==> src/inc/vmc_pkg.sv <==
// Package of the video RAM controller mode-load block.
// Assumes a single 125 MHz clock and pins already synchronous to it.
package vmc_pkg;

   // Clock period and derived cycle counts
   localparam int CLK_PERIOD_NS = 8;
   localparam int INIT_TIME_MS = 60;
   localparam int INIT_CYCLES = INIT_TIME_MS * 1000000 / CLK_PERIOD_NS;
   localparam int INIT_CNT_W = 23;
   // Row precharge time, plain default
   localparam int PRECHARGE_NS = 100;
   localparam int PRECHARGE_CYCLES = (PRECHARGE_NS + CLK_PERIOD_NS - 1) / CLK_PERIOD_NS;
   localparam int PRE_CNT_W = 4;

   // Reset sequence length in clock edges
   localparam int RESET_EDGES = 16;
   localparam int RST_CNT_W = 5;
   // Transfer enable cut-off edge count
   localparam int DT_EDGES = 4;
   localparam int DT_CNT_W = 3;

   // Widths
   localparam int ADDR_W = 22;
   localparam int PROG_W = 23;
   localparam int NCAS = 4;

   // Programming word field positions
   localparam int POS_CAS_EXTEND = 0;
   localparam int POS_LATCH_MODE = 1;
   localparam int POS_ACCESS_MODE = 2;
   localparam int POS_WRITE_CAS_DELAY = 11;
   // Programming word reset value
   localparam logic [PROG_W-1:0] PROG_RESET = 23'h000000;

   // Decoded options
   typedef struct packed {
      logic cas_extend;
      logic access_mode_bit;
      logic latch_mode_bit;
      logic write_cas_delay_bit;
   } vmc_opts_t;

   // Host-side pins of port A and programming
   typedef struct packed {
      logic [ADDR_W-1:0] addr;
      logic mode_load_n;
      logic refresh_disable_n;
      logic chip_sel_n;
      logic access_request_n;
      logic addr_strobe_n;
      logic ale;
      logic [NCAS-1:0] cas_extend_in_n;
   } vmc_host_t;

   // Reset sequence states
   typedef enum logic [2:0] {
      RS_IDLE = 3'b001,
      RS_HELD = 3'b010,
      RS_ARMED = 3'b100
   } vmc_rs_state_t;

   // Port A access states
   typedef enum logic [2:0] {
      AC_IDLE = 3'b001,
      AC_PEND = 3'b010,
      AC_ROW = 3'b100
   } vmc_ac_state_t;

endpackage

==> src/verilog/vmc_mode_load.sv <==
// Mode load, reset and option decode of the video RAM controller.
// Assumes host pins synchronous to clk_i and an outside refresh engine.
`timescale 1ns/1ps
module vmc_mode_load
   import vmc_pkg::*;
#(
   parameter int unsigned INIT_CYCLES_P = INIT_CYCLES
)
(
   input wire logic clk_i,
   input wire logic sys_rst_i,
   input wire vmc_host_t host_i,
   input wire logic portb_access_request_n_i,
   input wire logic portb_grant_i,
   input wire logic refresh_busy_i,
   input wire logic refresh_req_i,
   input wire logic scrub_refresh_i,
   input wire logic refresh_row_i,
   input wire logic shift_load_request_i,
   output logic row_strobe_out_n_o,
   output logic [NCAS-1:0] col_strobe_out_n_o,
   output logic refresh_status_n_o,
   output logic transfer_output_enable_n_o,
   output logic wait_n_o,
   output logic [ADDR_W-1:0] latched_addr_o,
   output logic [PROG_W-1:0] prog_word_o,
   output vmc_opts_t opts_o,
   output logic programmed_o,
   output logic init_active_o
);

   // Pulls option fields out of a programming word
   function automatic vmc_opts_t decode_opts(input logic [PROG_W-1:0] w);
      vmc_opts_t o;
      o.cas_extend = w[POS_CAS_EXTEND];
      o.latch_mode_bit = w[POS_LATCH_MODE];
      o.access_mode_bit = w[POS_ACCESS_MODE];
      o.write_cas_delay_bit = w[POS_WRITE_CAS_DELAY];
      return o;
   endfunction

   // Edge history of host strobes
   logic ml_prev_q; // Mode load last cycle
   logic access_request_n_prev_q; // Access request last cycle
   logic slr_prev_q; // Shift load request last cycle
   // Programming state
   logic [PROG_W-1:0] prog_q; // Programming register
   logic programmed_q; // At least one programming done
   logic first_pend_q; // Next programming is the first
   logic cs_done_q; // Chip-selected programming in this window
   // Initialization and precharge
   logic [INIT_CNT_W-1:0] init_cnt_q; // Init cycles left
   logic [PRE_CNT_W-1:0] pre_cnt_q; // Precharge cycles left
   // Access machine
   vmc_ac_state_t ac_q; // Current access state
   vmc_ac_state_t ac_d; // Next access state
   logic row_n_q; // Row strobe flop
   logic [NCAS-1:0] col_n_q; // Column strobe flops
   logic wait_n_q; // Wait flop
   logic dt_n_q; // Transfer enable flop
   logic [DT_CNT_W-1:0] dt_cnt_q; // Edges since load request
   logic rfs_n_q; // Refresh status flop
   logic [ADDR_W-1:0] addr_q; // Address latch
   // Decoded and combinational
   vmc_opts_t opt; // Options in force
   logic seq_busy; // Reset sequence owns mode load
   logic seq_rst; // Reset state entered this edge
   logic seq_prog; // Reset sequence programs
   logic ml_rise; // Mode load released
   logic cs_prog; // Chip-selected programming event
   logic plain_prog; // Release-only programming event
   logic prog_ev; // Any programming event
   logic [PROG_W-1:0] word_in; // Word on the pins
   logic strobe_ok; // Port A strobes honoured
   logic start_a; // Port A access start
   logic ready; // Init over and precharge met
   logic latch_hit; // Address capture condition

   assign opt = decode_opts(prog_q);
   assign word_in = {host_i.addr, host_i.cas_extend_in_n[0]};

   // Reset and release-order detector
   vmc_reset_seq u_seq (
      .clk_i(clk_i),
      .sys_rst_i(sys_rst_i),
      .mode_load_n_i(host_i.mode_load_n),
      .refresh_disable_n_i(host_i.refresh_disable_n),
      .busy_o(seq_busy),
      .ext_reset_o(seq_rst),
      .program_o(seq_prog)
   );

   // Programming events; the host glue shapes mode load itself
   assign ml_rise = host_i.mode_load_n & ~ml_prev_q;
   // Access request falling under mode load and chip select
   assign cs_prog = ~host_i.mode_load_n & ~host_i.chip_sel_n &
      ~host_i.access_request_n & access_request_n_prev_q;
   // Release after a chip-selected program keeps that word
   assign plain_prog = ml_rise & ~seq_busy & ~cs_done_q;
   assign prog_ev = plain_prog | seq_prog | cs_prog;

   // Strobes are dead while mode load is asserted or unprogrammed
   assign strobe_ok = host_i.mode_load_n & programmed_q;
   // Start source depends on the access mode bit
   assign start_a = strobe_ok & (opt.access_mode_bit ?
      ~host_i.addr_strobe_n : host_i.ale);
   assign ready = (init_cnt_q == '0) & (pre_cnt_q == '0);
   assign latch_hit = (strobe_ok & (~host_i.addr_strobe_n | host_i.ale)) |
      (~portb_access_request_n_i & portb_grant_i);

   // Strobe history; mode load idles released
   always_ff @(posedge clk_i or posedge sys_rst_i) begin
      if (sys_rst_i) begin
         ml_prev_q <= 1'b1;
         access_request_n_prev_q <= 1'b1;
         slr_prev_q <= 1'b0;
      end else begin
         ml_prev_q <= host_i.mode_load_n;
         access_request_n_prev_q <= host_i.access_request_n;
         slr_prev_q <= shift_load_request_i;
      end
   end

   // Programming register, loaded on any qualifying event
   always_ff @(posedge clk_i or posedge sys_rst_i) begin
      if (sys_rst_i) begin
         prog_q <= PROG_RESET;
      end else if (seq_rst) begin
         prog_q <= PROG_RESET;
      end else if (prog_ev) begin
         // Captured here, in force from the next edge
         prog_q <= word_in;
      end
   end

   // Programmed flag and chip-selected window marker
   always_ff @(posedge clk_i or posedge sys_rst_i) begin
      if (sys_rst_i) begin
         programmed_q <= 1'b0;
         cs_done_q <= 1'b0;
      end else if (seq_rst) begin
         programmed_q <= 1'b0;
         cs_done_q <= 1'b0;
      end else begin
         if (prog_ev) begin
            programmed_q <= 1'b1;
         end
         // Window closes with the mode load release
         if (cs_prog) begin
            cs_done_q <= 1'b1;
         end else if (ml_rise) begin
            cs_done_q <= 1'b0;
         end
      end
   end

   // First-programming marker; rearmed by either reset
   always_ff @(posedge clk_i or posedge sys_rst_i) begin
      if (sys_rst_i) begin
         first_pend_q <= 1'b1;
      end else if (seq_rst) begin
         first_pend_q <= 1'b1;
      end else if (prog_ev) begin
         first_pend_q <= 1'b0;
      end
   end

   // Initialization period; the long count is a parameter
   always_ff @(posedge clk_i or posedge sys_rst_i) begin
      if (sys_rst_i) begin
         init_cnt_q <= '0;
      end else if (seq_rst) begin
         init_cnt_q <= '0;
      end else if (prog_ev && first_pend_q) begin
         init_cnt_q <= INIT_CNT_W'(INIT_CYCLES_P);
      end else if (init_cnt_q != '0) begin
         init_cnt_q <= init_cnt_q - INIT_CNT_W'(1);
      end
   end

   // Precharge after init end and after each access row strobe
   always_ff @(posedge clk_i or posedge sys_rst_i) begin
      if (sys_rst_i) begin
         pre_cnt_q <= '0;
      end else if (seq_rst) begin
         pre_cnt_q <= '0;
      end else if (init_cnt_q == INIT_CNT_W'(1)) begin
         pre_cnt_q <= PRE_CNT_W'(PRECHARGE_CYCLES);
      end else if (ac_q == AC_ROW && ac_d != AC_ROW) begin
         pre_cnt_q <= PRE_CNT_W'(PRECHARGE_CYCLES);
      end else if (pre_cnt_q != '0) begin
         pre_cnt_q <= pre_cnt_q - PRE_CNT_W'(1);
      end
   end

   // Next access state
   always_comb begin
      ac_d = ac_q;
      case (ac_q)
         AC_IDLE: begin
            // Start only with the request active
            if (start_a && !host_i.access_request_n) begin
               ac_d = ready ? AC_ROW : AC_PEND;
            end
         end
         AC_PEND: begin
            // Held by wait states until ready
            if (host_i.access_request_n) begin
               ac_d = AC_IDLE;
            end else if (ready) begin
               ac_d = AC_ROW;
            end
         end
         AC_ROW: begin
            // Released request ends the access
            if (host_i.access_request_n) begin
               ac_d = AC_IDLE;
            end
         end
         default: begin
            ac_d = AC_IDLE;
         end
      endcase
   end

   // Access state register
   always_ff @(posedge clk_i or posedge sys_rst_i) begin
      if (sys_rst_i) begin
         ac_q <= AC_IDLE;
      end else if (seq_rst) begin
         ac_q <= AC_IDLE;
      end else begin
         ac_q <= ac_d;
      end
   end

   // Row strobe covers accesses and outside refreshes
   always_ff @(posedge clk_i or posedge sys_rst_i) begin
      if (sys_rst_i) begin
         row_n_q <= 1'b1;
      end else begin
         row_n_q <= ~((ac_d == AC_ROW) | refresh_row_i);
      end
   end

   // Wait states while a request is pending
   always_ff @(posedge clk_i or posedge sys_rst_i) begin
      if (sys_rst_i) begin
         wait_n_q <= 1'b1;
      end else begin
         wait_n_q <= ~(ac_d == AC_PEND);
      end
   end

   // Column strobes, one per extend input
   genvar gi;
   generate
      for (gi = 0; gi < NCAS; gi++) begin : g_col
         logic on_d; // Strobe wanted next cycle
         always_comb begin
            if (scrub_refresh_i) begin
               // Scrubbing ignores extend inputs and option
               on_d = refresh_row_i;
            end else if (opt.cas_extend) begin
               // May outlast the row strobe
               on_d = ~host_i.cas_extend_in_n[gi] &
                  ((ac_d == AC_ROW && ac_q == AC_ROW) | ~col_n_q[gi]);
            end else begin
               // Drops with the row when request ends
               on_d = ~host_i.cas_extend_in_n[gi] &
                  (ac_d == AC_ROW) & (ac_q == AC_ROW);
            end
         end
         always_ff @(posedge clk_i or posedge sys_rst_i) begin
            if (sys_rst_i) begin
               col_n_q[gi] <= 1'b1;
            end else begin
               col_n_q[gi] <= ~on_d;
            end
         end
      end
   endgenerate

   // Shared refresh status pin
   always_ff @(posedge clk_i or posedge sys_rst_i) begin
      if (sys_rst_i) begin
         rfs_n_q <= 1'b1;
      end else if (opt.cas_extend) begin
         rfs_n_q <= ~refresh_req_i;
      end else begin
         // Held active through initialization too
         rfs_n_q <= ~(refresh_busy_i | (init_cnt_q != '0));
      end
   end

   // Transfer enable during a shift-register load
   always_ff @(posedge clk_i or posedge sys_rst_i) begin
      if (sys_rst_i) begin
         dt_n_q <= 1'b1;
         dt_cnt_q <= '0;
      end else if (shift_load_request_i && !slr_prev_q) begin
         // Request seen: first edge of the count
         dt_n_q <= 1'b0;
         dt_cnt_q <= DT_CNT_W'(1);
      end else if (!shift_load_request_i) begin
         dt_n_q <= 1'b1;
         dt_cnt_q <= '0;
      end else if (!dt_n_q) begin
         dt_cnt_q <= dt_cnt_q + DT_CNT_W'(1);
         // Cut off early only without extend
         if (!opt.cas_extend && dt_cnt_q == DT_CNT_W'(DT_EDGES - 1)) begin
            dt_n_q <= 1'b1;
         end
      end
   end

   // Address latches; transparent mode reloads every edge
   always_ff @(posedge clk_i or posedge sys_rst_i) begin
      if (sys_rst_i) begin
         addr_q <= '0;
      end else if (opt.latch_mode_bit || latch_hit) begin
         addr_q <= host_i.addr;
      end
   end

   // Outputs straight from flops
   assign row_strobe_out_n_o = row_n_q;
   assign col_strobe_out_n_o = col_n_q;
   assign refresh_status_n_o = rfs_n_q;
   assign transfer_output_enable_n_o = dt_n_q;
   assign wait_n_o = wait_n_q;
   assign latched_addr_o = addr_q;
   assign prog_word_o = prog_q;
   assign opts_o = opt;
   assign programmed_o = programmed_q;

   // Init flag is its own flop to keep the output registered
   logic init_q; // Initialization running
   always_ff @(posedge clk_i or posedge sys_rst_i) begin
      if (sys_rst_i) begin
         init_q <= 1'b0;
      end else begin
         init_q <= (init_cnt_q > INIT_CNT_W'(1)) |
            (prog_ev & first_pend_q & ~seq_rst);
      end
   end
   assign init_active_o = init_q;

endmodule

==> src/verilog/vmc_reset_seq.sv <==
// Detector of the external reset and release-order sequence.
// Assumes mode load and refresh disable are synchronous, active low.
`timescale 1ns/1ps
module vmc_reset_seq
   import vmc_pkg::*;
(
   input wire logic clk_i,
   input wire logic sys_rst_i,
   input wire logic mode_load_n_i,
   input wire logic refresh_disable_n_i,
   output logic busy_o,
   output logic ext_reset_o,
   output logic program_o
);

   vmc_rs_state_t state_q; // Sequence state
   logic [RST_CNT_W-1:0] cnt_q; // Edges with both pins low
   logic both_low; // Both pins asserted

   assign both_low = ~mode_load_n_i & ~refresh_disable_n_i;
   // Count reaches its last edge while both still held
   assign ext_reset_o = (state_q == RS_IDLE) & both_low &
      (cnt_q == RST_CNT_W'(RESET_EDGES - 1));
   // Mode load released after refresh disable already released
   assign program_o = (state_q == RS_ARMED) & mode_load_n_i;
   // Normal mode-load programming is suppressed while busy
   assign busy_o = (state_q != RS_IDLE);

   // Consecutive edge counter; any break starts over
   always_ff @(posedge clk_i or posedge sys_rst_i) begin
      if (sys_rst_i) begin
         cnt_q <= '0;
      end else if (both_low && state_q == RS_IDLE && !ext_reset_o) begin
         cnt_q <= cnt_q + RST_CNT_W'(1);
      end else begin
         cnt_q <= '0;
      end
   end

   // Release order tracking
   always_ff @(posedge clk_i or posedge sys_rst_i) begin
      if (sys_rst_i) begin
         state_q <= RS_IDLE;
      end else begin
         case (state_q)
            RS_IDLE: begin
               if (ext_reset_o) begin
                  state_q <= RS_HELD;
               end
            end
            RS_HELD: begin
               // Mode load first or together: no programming
               if (mode_load_n_i) begin
                  state_q <= RS_IDLE;
               end else if (refresh_disable_n_i) begin
                  state_q <= RS_ARMED;
               end
            end
            RS_ARMED: begin
               if (mode_load_n_i) begin
                  state_q <= RS_IDLE;
               end
            end
            default: begin
               state_q <= RS_IDLE;
            end
         endcase
      end
   end

endmodule

==> config.mk <==
export PLATFORM = sky130hd
export DESIGN_NAME = vmc_mode_load
export DESIGN_NICKNAME = d
export VERILOG_FILES = /design/src/inc/vmc_pkg.sv /design/src/verilog/vmc_mode_load.sv /design/src/verilog/vmc_reset_seq.sv
export SDC_FILE = /design/constraint.sdc
export NUM_CORES = 1
export LEC_CHECK = 0
export ABC_AREA = 0
export ABC_CLOCK_PERIOD_IN_PS = 4300
export BUFFER_PORTS_ARGS = -buffer_cell sky130_fd_sc_hd__buf_4
export CAP_MARGIN = 20
export CORE_MARGIN = 2
export CORE_UTILIZATION = 54
export DETAILED_ROUTE_END_ITERATION = 12
export GPL_TIMING_DRIVEN = 0
export PLACE_DENSITY = 0.79
export SLEW_MARGIN = 20
export SYNTH_ARGS = -nofsm -noshare
export SYNTH_HDL_FRONTEND = slang
export SYNTH_SLANG_ARGS = --single-unit
==> constraint.sdc <==
create_clock -name clk_i -period 4.3 [get_ports clk_i]
set_clock_uncertainty 0.05 [all_clocks]
set_input_delay 0.86 -clock clk_i [delete_from_list [all_inputs] [get_ports clk_i]]
set_output_delay 0.86 -clock clk_i [all_outputs]
set_load 0.05 [all_outputs]
==> results.json <==
{
  "status": "finished, final reports clean",
  "start_util": 0.5648,
  "hold_class": "input pin to async pin",
  "syn-num-nets": 467,
  "syn_area_per_cell_sq_um": 11.24,
  "worstRegToRegCells": 9,
  "dr.pass1.iters": 4,
  "cp-start-kind": "flop",
  "fill_cells": 615,
  "cpLargestDelayFamily": "simple AND/OR/NAND/NOR gates",
  "cp_num_buf_inv": 1,
  "vias_per_cell": 5.528,
  "hold_violations": 0,
  "crit_arrival_ns": 2.60,
  "multi_input_area_sq_um": 1979,
  "fin_setup_tns_ns": 0,
  "clk_pin_slew_ns": 0.10,
  "period_needed_ns": 2.351,
  "wl_per_cell_um": 16.75,
  "syn_inst": 417,
  "hold_buffers": 0,
  "drc": 0,
  "wl_mm": 10.69,
  "drive_above_1_share": 0.3490,
  "hpwl_mm": 7.880,
  "max-slew-margin-rel": 0.4423,
  "postCtsSetupRepairBufs": 0,
  "finalCritPeriodShare": 0.5468,
  "crit_path_end_kind": "flop",
  "final-setup-viol-count": 0,
  "cpMaxStageDelayCell": "or4_1",
  "grt_overflow": 0,
  "synth_seq_cells": 101,
  "cts_buffers": 9,
  "drtIter0Drc": 175,
  "die_w_um": 97.17,
  "grt_pass1_vias": 3748,
  "cp_num_cells": 9,
  "portBuffers": 99,
  "grtUsageTotal": 0.2350,
  "place_congestion": 0.8175,
  "coreArea_sq_um": 8299,
  "drv_cap": 0,
  "worst_ep_required_time_ns": 4.55,
  "async_flop_share": 1.000,
  "die_h_um": 97.17,
  "final_area_sq_um": 5787,
  "post_cts_resized": 0,
  "rsz0062_at_grt": "no",
  "highest_layer": "met4",
  "cts_tree": "yes",
  "fp.dieArea_sq_um": 9441,
  "cts.path.max_buffers": 2,
  "worstSetupPathType": "flop to flop",
  "clkLatencyLatePin_ns": 0.38,
  "fin_nets": 578,
  "cts_root_buf": "clkbuf_8",
  "synth_seq_area_share": 0.5427,
  "io_pins": 100,
  "worstPathCellList": "ha_1 -> and3_1 -> ha_1 -> nand3b_1 -> or2_0 -> buf_2 -> o21ai_2 -> or4_1 -> o21ai_1",
  "wl_met2_mm": 5.243,
  "synth-edff-count": 0,
  "antennaDiodeCount": 0,
  "cpMostUsedCell": "ha_1",
  "grt_pass1_wl_mm": 17.86,
  "synthFlopType": "dfrtp_1",
  "area_growth_pct": 23.47,
  "vias": 3527,
  "post_dp_cell_area_sq_um": 5594,
  "yosys_warnings": 0,
  "powerDensity_nw_per_um2": 491.7,
  "clkSinkCount": 101,
  "row_count": 33,
  "wl_met1_mm": 4.485,
  "slew_viol_final": 0,
  "htree_levels": 3,
  "syn-cell-area_sq_um": 4687,
  "total_power_mw": 2.845,
  "fmax_mhz": 425.3,
  "grt_max_degree": 65,
  "dr_wl_met3_um": 817,
  "power.leakage_nw": 2.690,
  "synth.distinct_cells": 58,
  "vdd_ir_drop_max_mv": 0.3119,
  "cpPeakStageDelay_ns": 0.51,
  "seqCellArea_sq_um": 2544,
  "antenna_found_initial": 0,
  "worst_pin_slew_ns": 0.8290,
  "crit_fanout": 8,
  "antenna_left": 0
}
## path summary, 6_finish.rpt
path | slack, ns | startpoint | to
max | 1.95 | u_seq.cnt_q[0] | init_cnt_q[19]
min | 0.41 | sys_rst_i | prog_word_o[7]
max reg2reg | 1.95 | u_seq.cnt_q[0] | init_cnt_q[19]
min reg2reg | 0.43 | first_pend_q | first_pend_q
max in group asynchronous | 3.12 | sys_rst_i | access_request_n_prev_q
min in group clk_i | 0.43 | first_pend_q | first_pend_q
## metal layers
metal | track usage | up-vias
met4 | 0.07042 | 0
met3 | 0.09065 | 13
met2 | 0.3889 | 97
met5 | 0 | -
li1 | - | 1680
met1 | 0.2865 | 1737
## Yosys cell counts, drive strengths merged (2+ instances only)
cell type | number | share of area
a211oi | 2 | 0.0043
a21oi | 22 | 0.023
a31oi | 4 | 0.0053
and3 | 5 | 0.0067
buf | 13 | 0.017
clkbuf | 6 | 0.0048
dfrtp | 88 | 0.47
dfstp | 13 | 0.073
ha | 9 | 0.024
inv | 17 | 0.014
mux2 | 23 | 0.055
mux2i | 25 | 0.053
nand2 | 17 | 0.014
nand2b | 3 | 0.0040
nand3 | 8 | 0.0096
nand3b | 4 | 0.0064
nand4 | 4 | 0.0067
nor2 | 61 | 0.049
nor2b | 3 | 0.0040
nor3 | 10 | 0.014
nor4 | 5 | 0.014
nor4b | 4 | 0.0088
o2111ai | 3 | 0.0056
o211ai | 3 | 0.0059
o21a | 2 | 0.0032
o21ai | 12 | 0.014
o31a | 4 | 0.0075
o31ai | 2 | 0.0032
or2 | 5 | 0.0067
or3 | 6 | 0.0080
or4 | 5 | 0.0096
xnor2 | 7 | 0.013
xor2 | 13 | 0.024
## stage by stage
stage	hold slack [ns]	worst slack, ns	instances	utilization
after floorplan	0.3831	0.7644	417	-
after global placement	0.3970	-0.3538	621	0.6701
after detailed placement	0.4168	1.687	622	0.6741
after CTS	0.4155	1.935	638	0.6973
after global routing	0.4281	1.791	638	0.6973
final	0.4123	1.949	638	0.6973
## placed cells by master, fill, tap and decap left out, types with 4 or more instances in the layout
master	synthesis	routed
nor2_1	60	60
nand2_1	17	17
nor3_1	8	8
a21oi_1	22	22
xor2_1	13	13
a31oi_1	4	4
mux2_2	23	23
dfstp_2	13	13
clkbuf_8	0	9
nand3_1	7	7
o21ai_0	7	7
buf_2	8	8
ha_1	9	9
inv_1	17	16
mux2i_1	25	25
buf_4	5	104
or3_1	6	6
and3_1	5	5
nand3b_1	4	4
xnor2_1	7	7
clkbuf_1	6	6
o31a_1	4	4
dfrtp_1	88	88
## registers in the layout (all words and copies together), names as in the netlist, 3 cells and up
register,cells
ac_q,3
col_strobe_out_n_o,4
dt_cnt_q,3
init_cnt_q,23
latched_addr_o,22
pre_cnt_q,4
prog_word_o,23
u_seq.cnt_q,5
u_seq.state_q,3
## layout make-up
| cell class | instances | area share |
|---|---|---|
| Multi-Input combinational cell | 280 | 0.3421 |
| Sequential cell | 101 | 0.4396 |
| Clock buffer | 9 | 0.02141 |
| Tap cell | 105 | 0.02270 |
| Clock inverter | 7 | 0.01189 |
| Inverter | 17 | 0.01189 |
| Timing Repair Buffer | 100 | 0.1332 |
| Buffer | 19 | 0.01730 |
## kinds of logic (layout without fill, tap and decap cells)
group,Yosys count,in the layout,synth area share
XOR/XNOR,20,20,0.03737
AND/OR/NAND/NOR,144,144,0.1695
AO/OA/AOI/OAI,59,59,0.08275
adder cells (fa/ha/maj),9,9,0.02403
flip-flops,101,101,0.5427
buffers and inverters,36,152,0.03497
multiplexers,48,48,0.1086
## power breakdown
part	total [mW]	leakage, nW	internal (mW)	switching, mW
logic	0.982	1.42	0.358	0.624
registers	1.28	1.18	1.12	0.158
clock network	0.584	0.0960	0.224	0.360
total	2.85	2.69	1.70	1.14
## worst register-to-register path: stages, from the launching register on
cell	delay, ns
dfrtp_1	0.42
ha_1	0.23
and3_1	0.19
ha_1	0.20
nand3b_1	0.15
or2_0	0.12
buf_2	0.21
o21ai_2	0.12
or4_1	0.51
o21ai_1	0.09
Power figures use the tool's default switching activity.
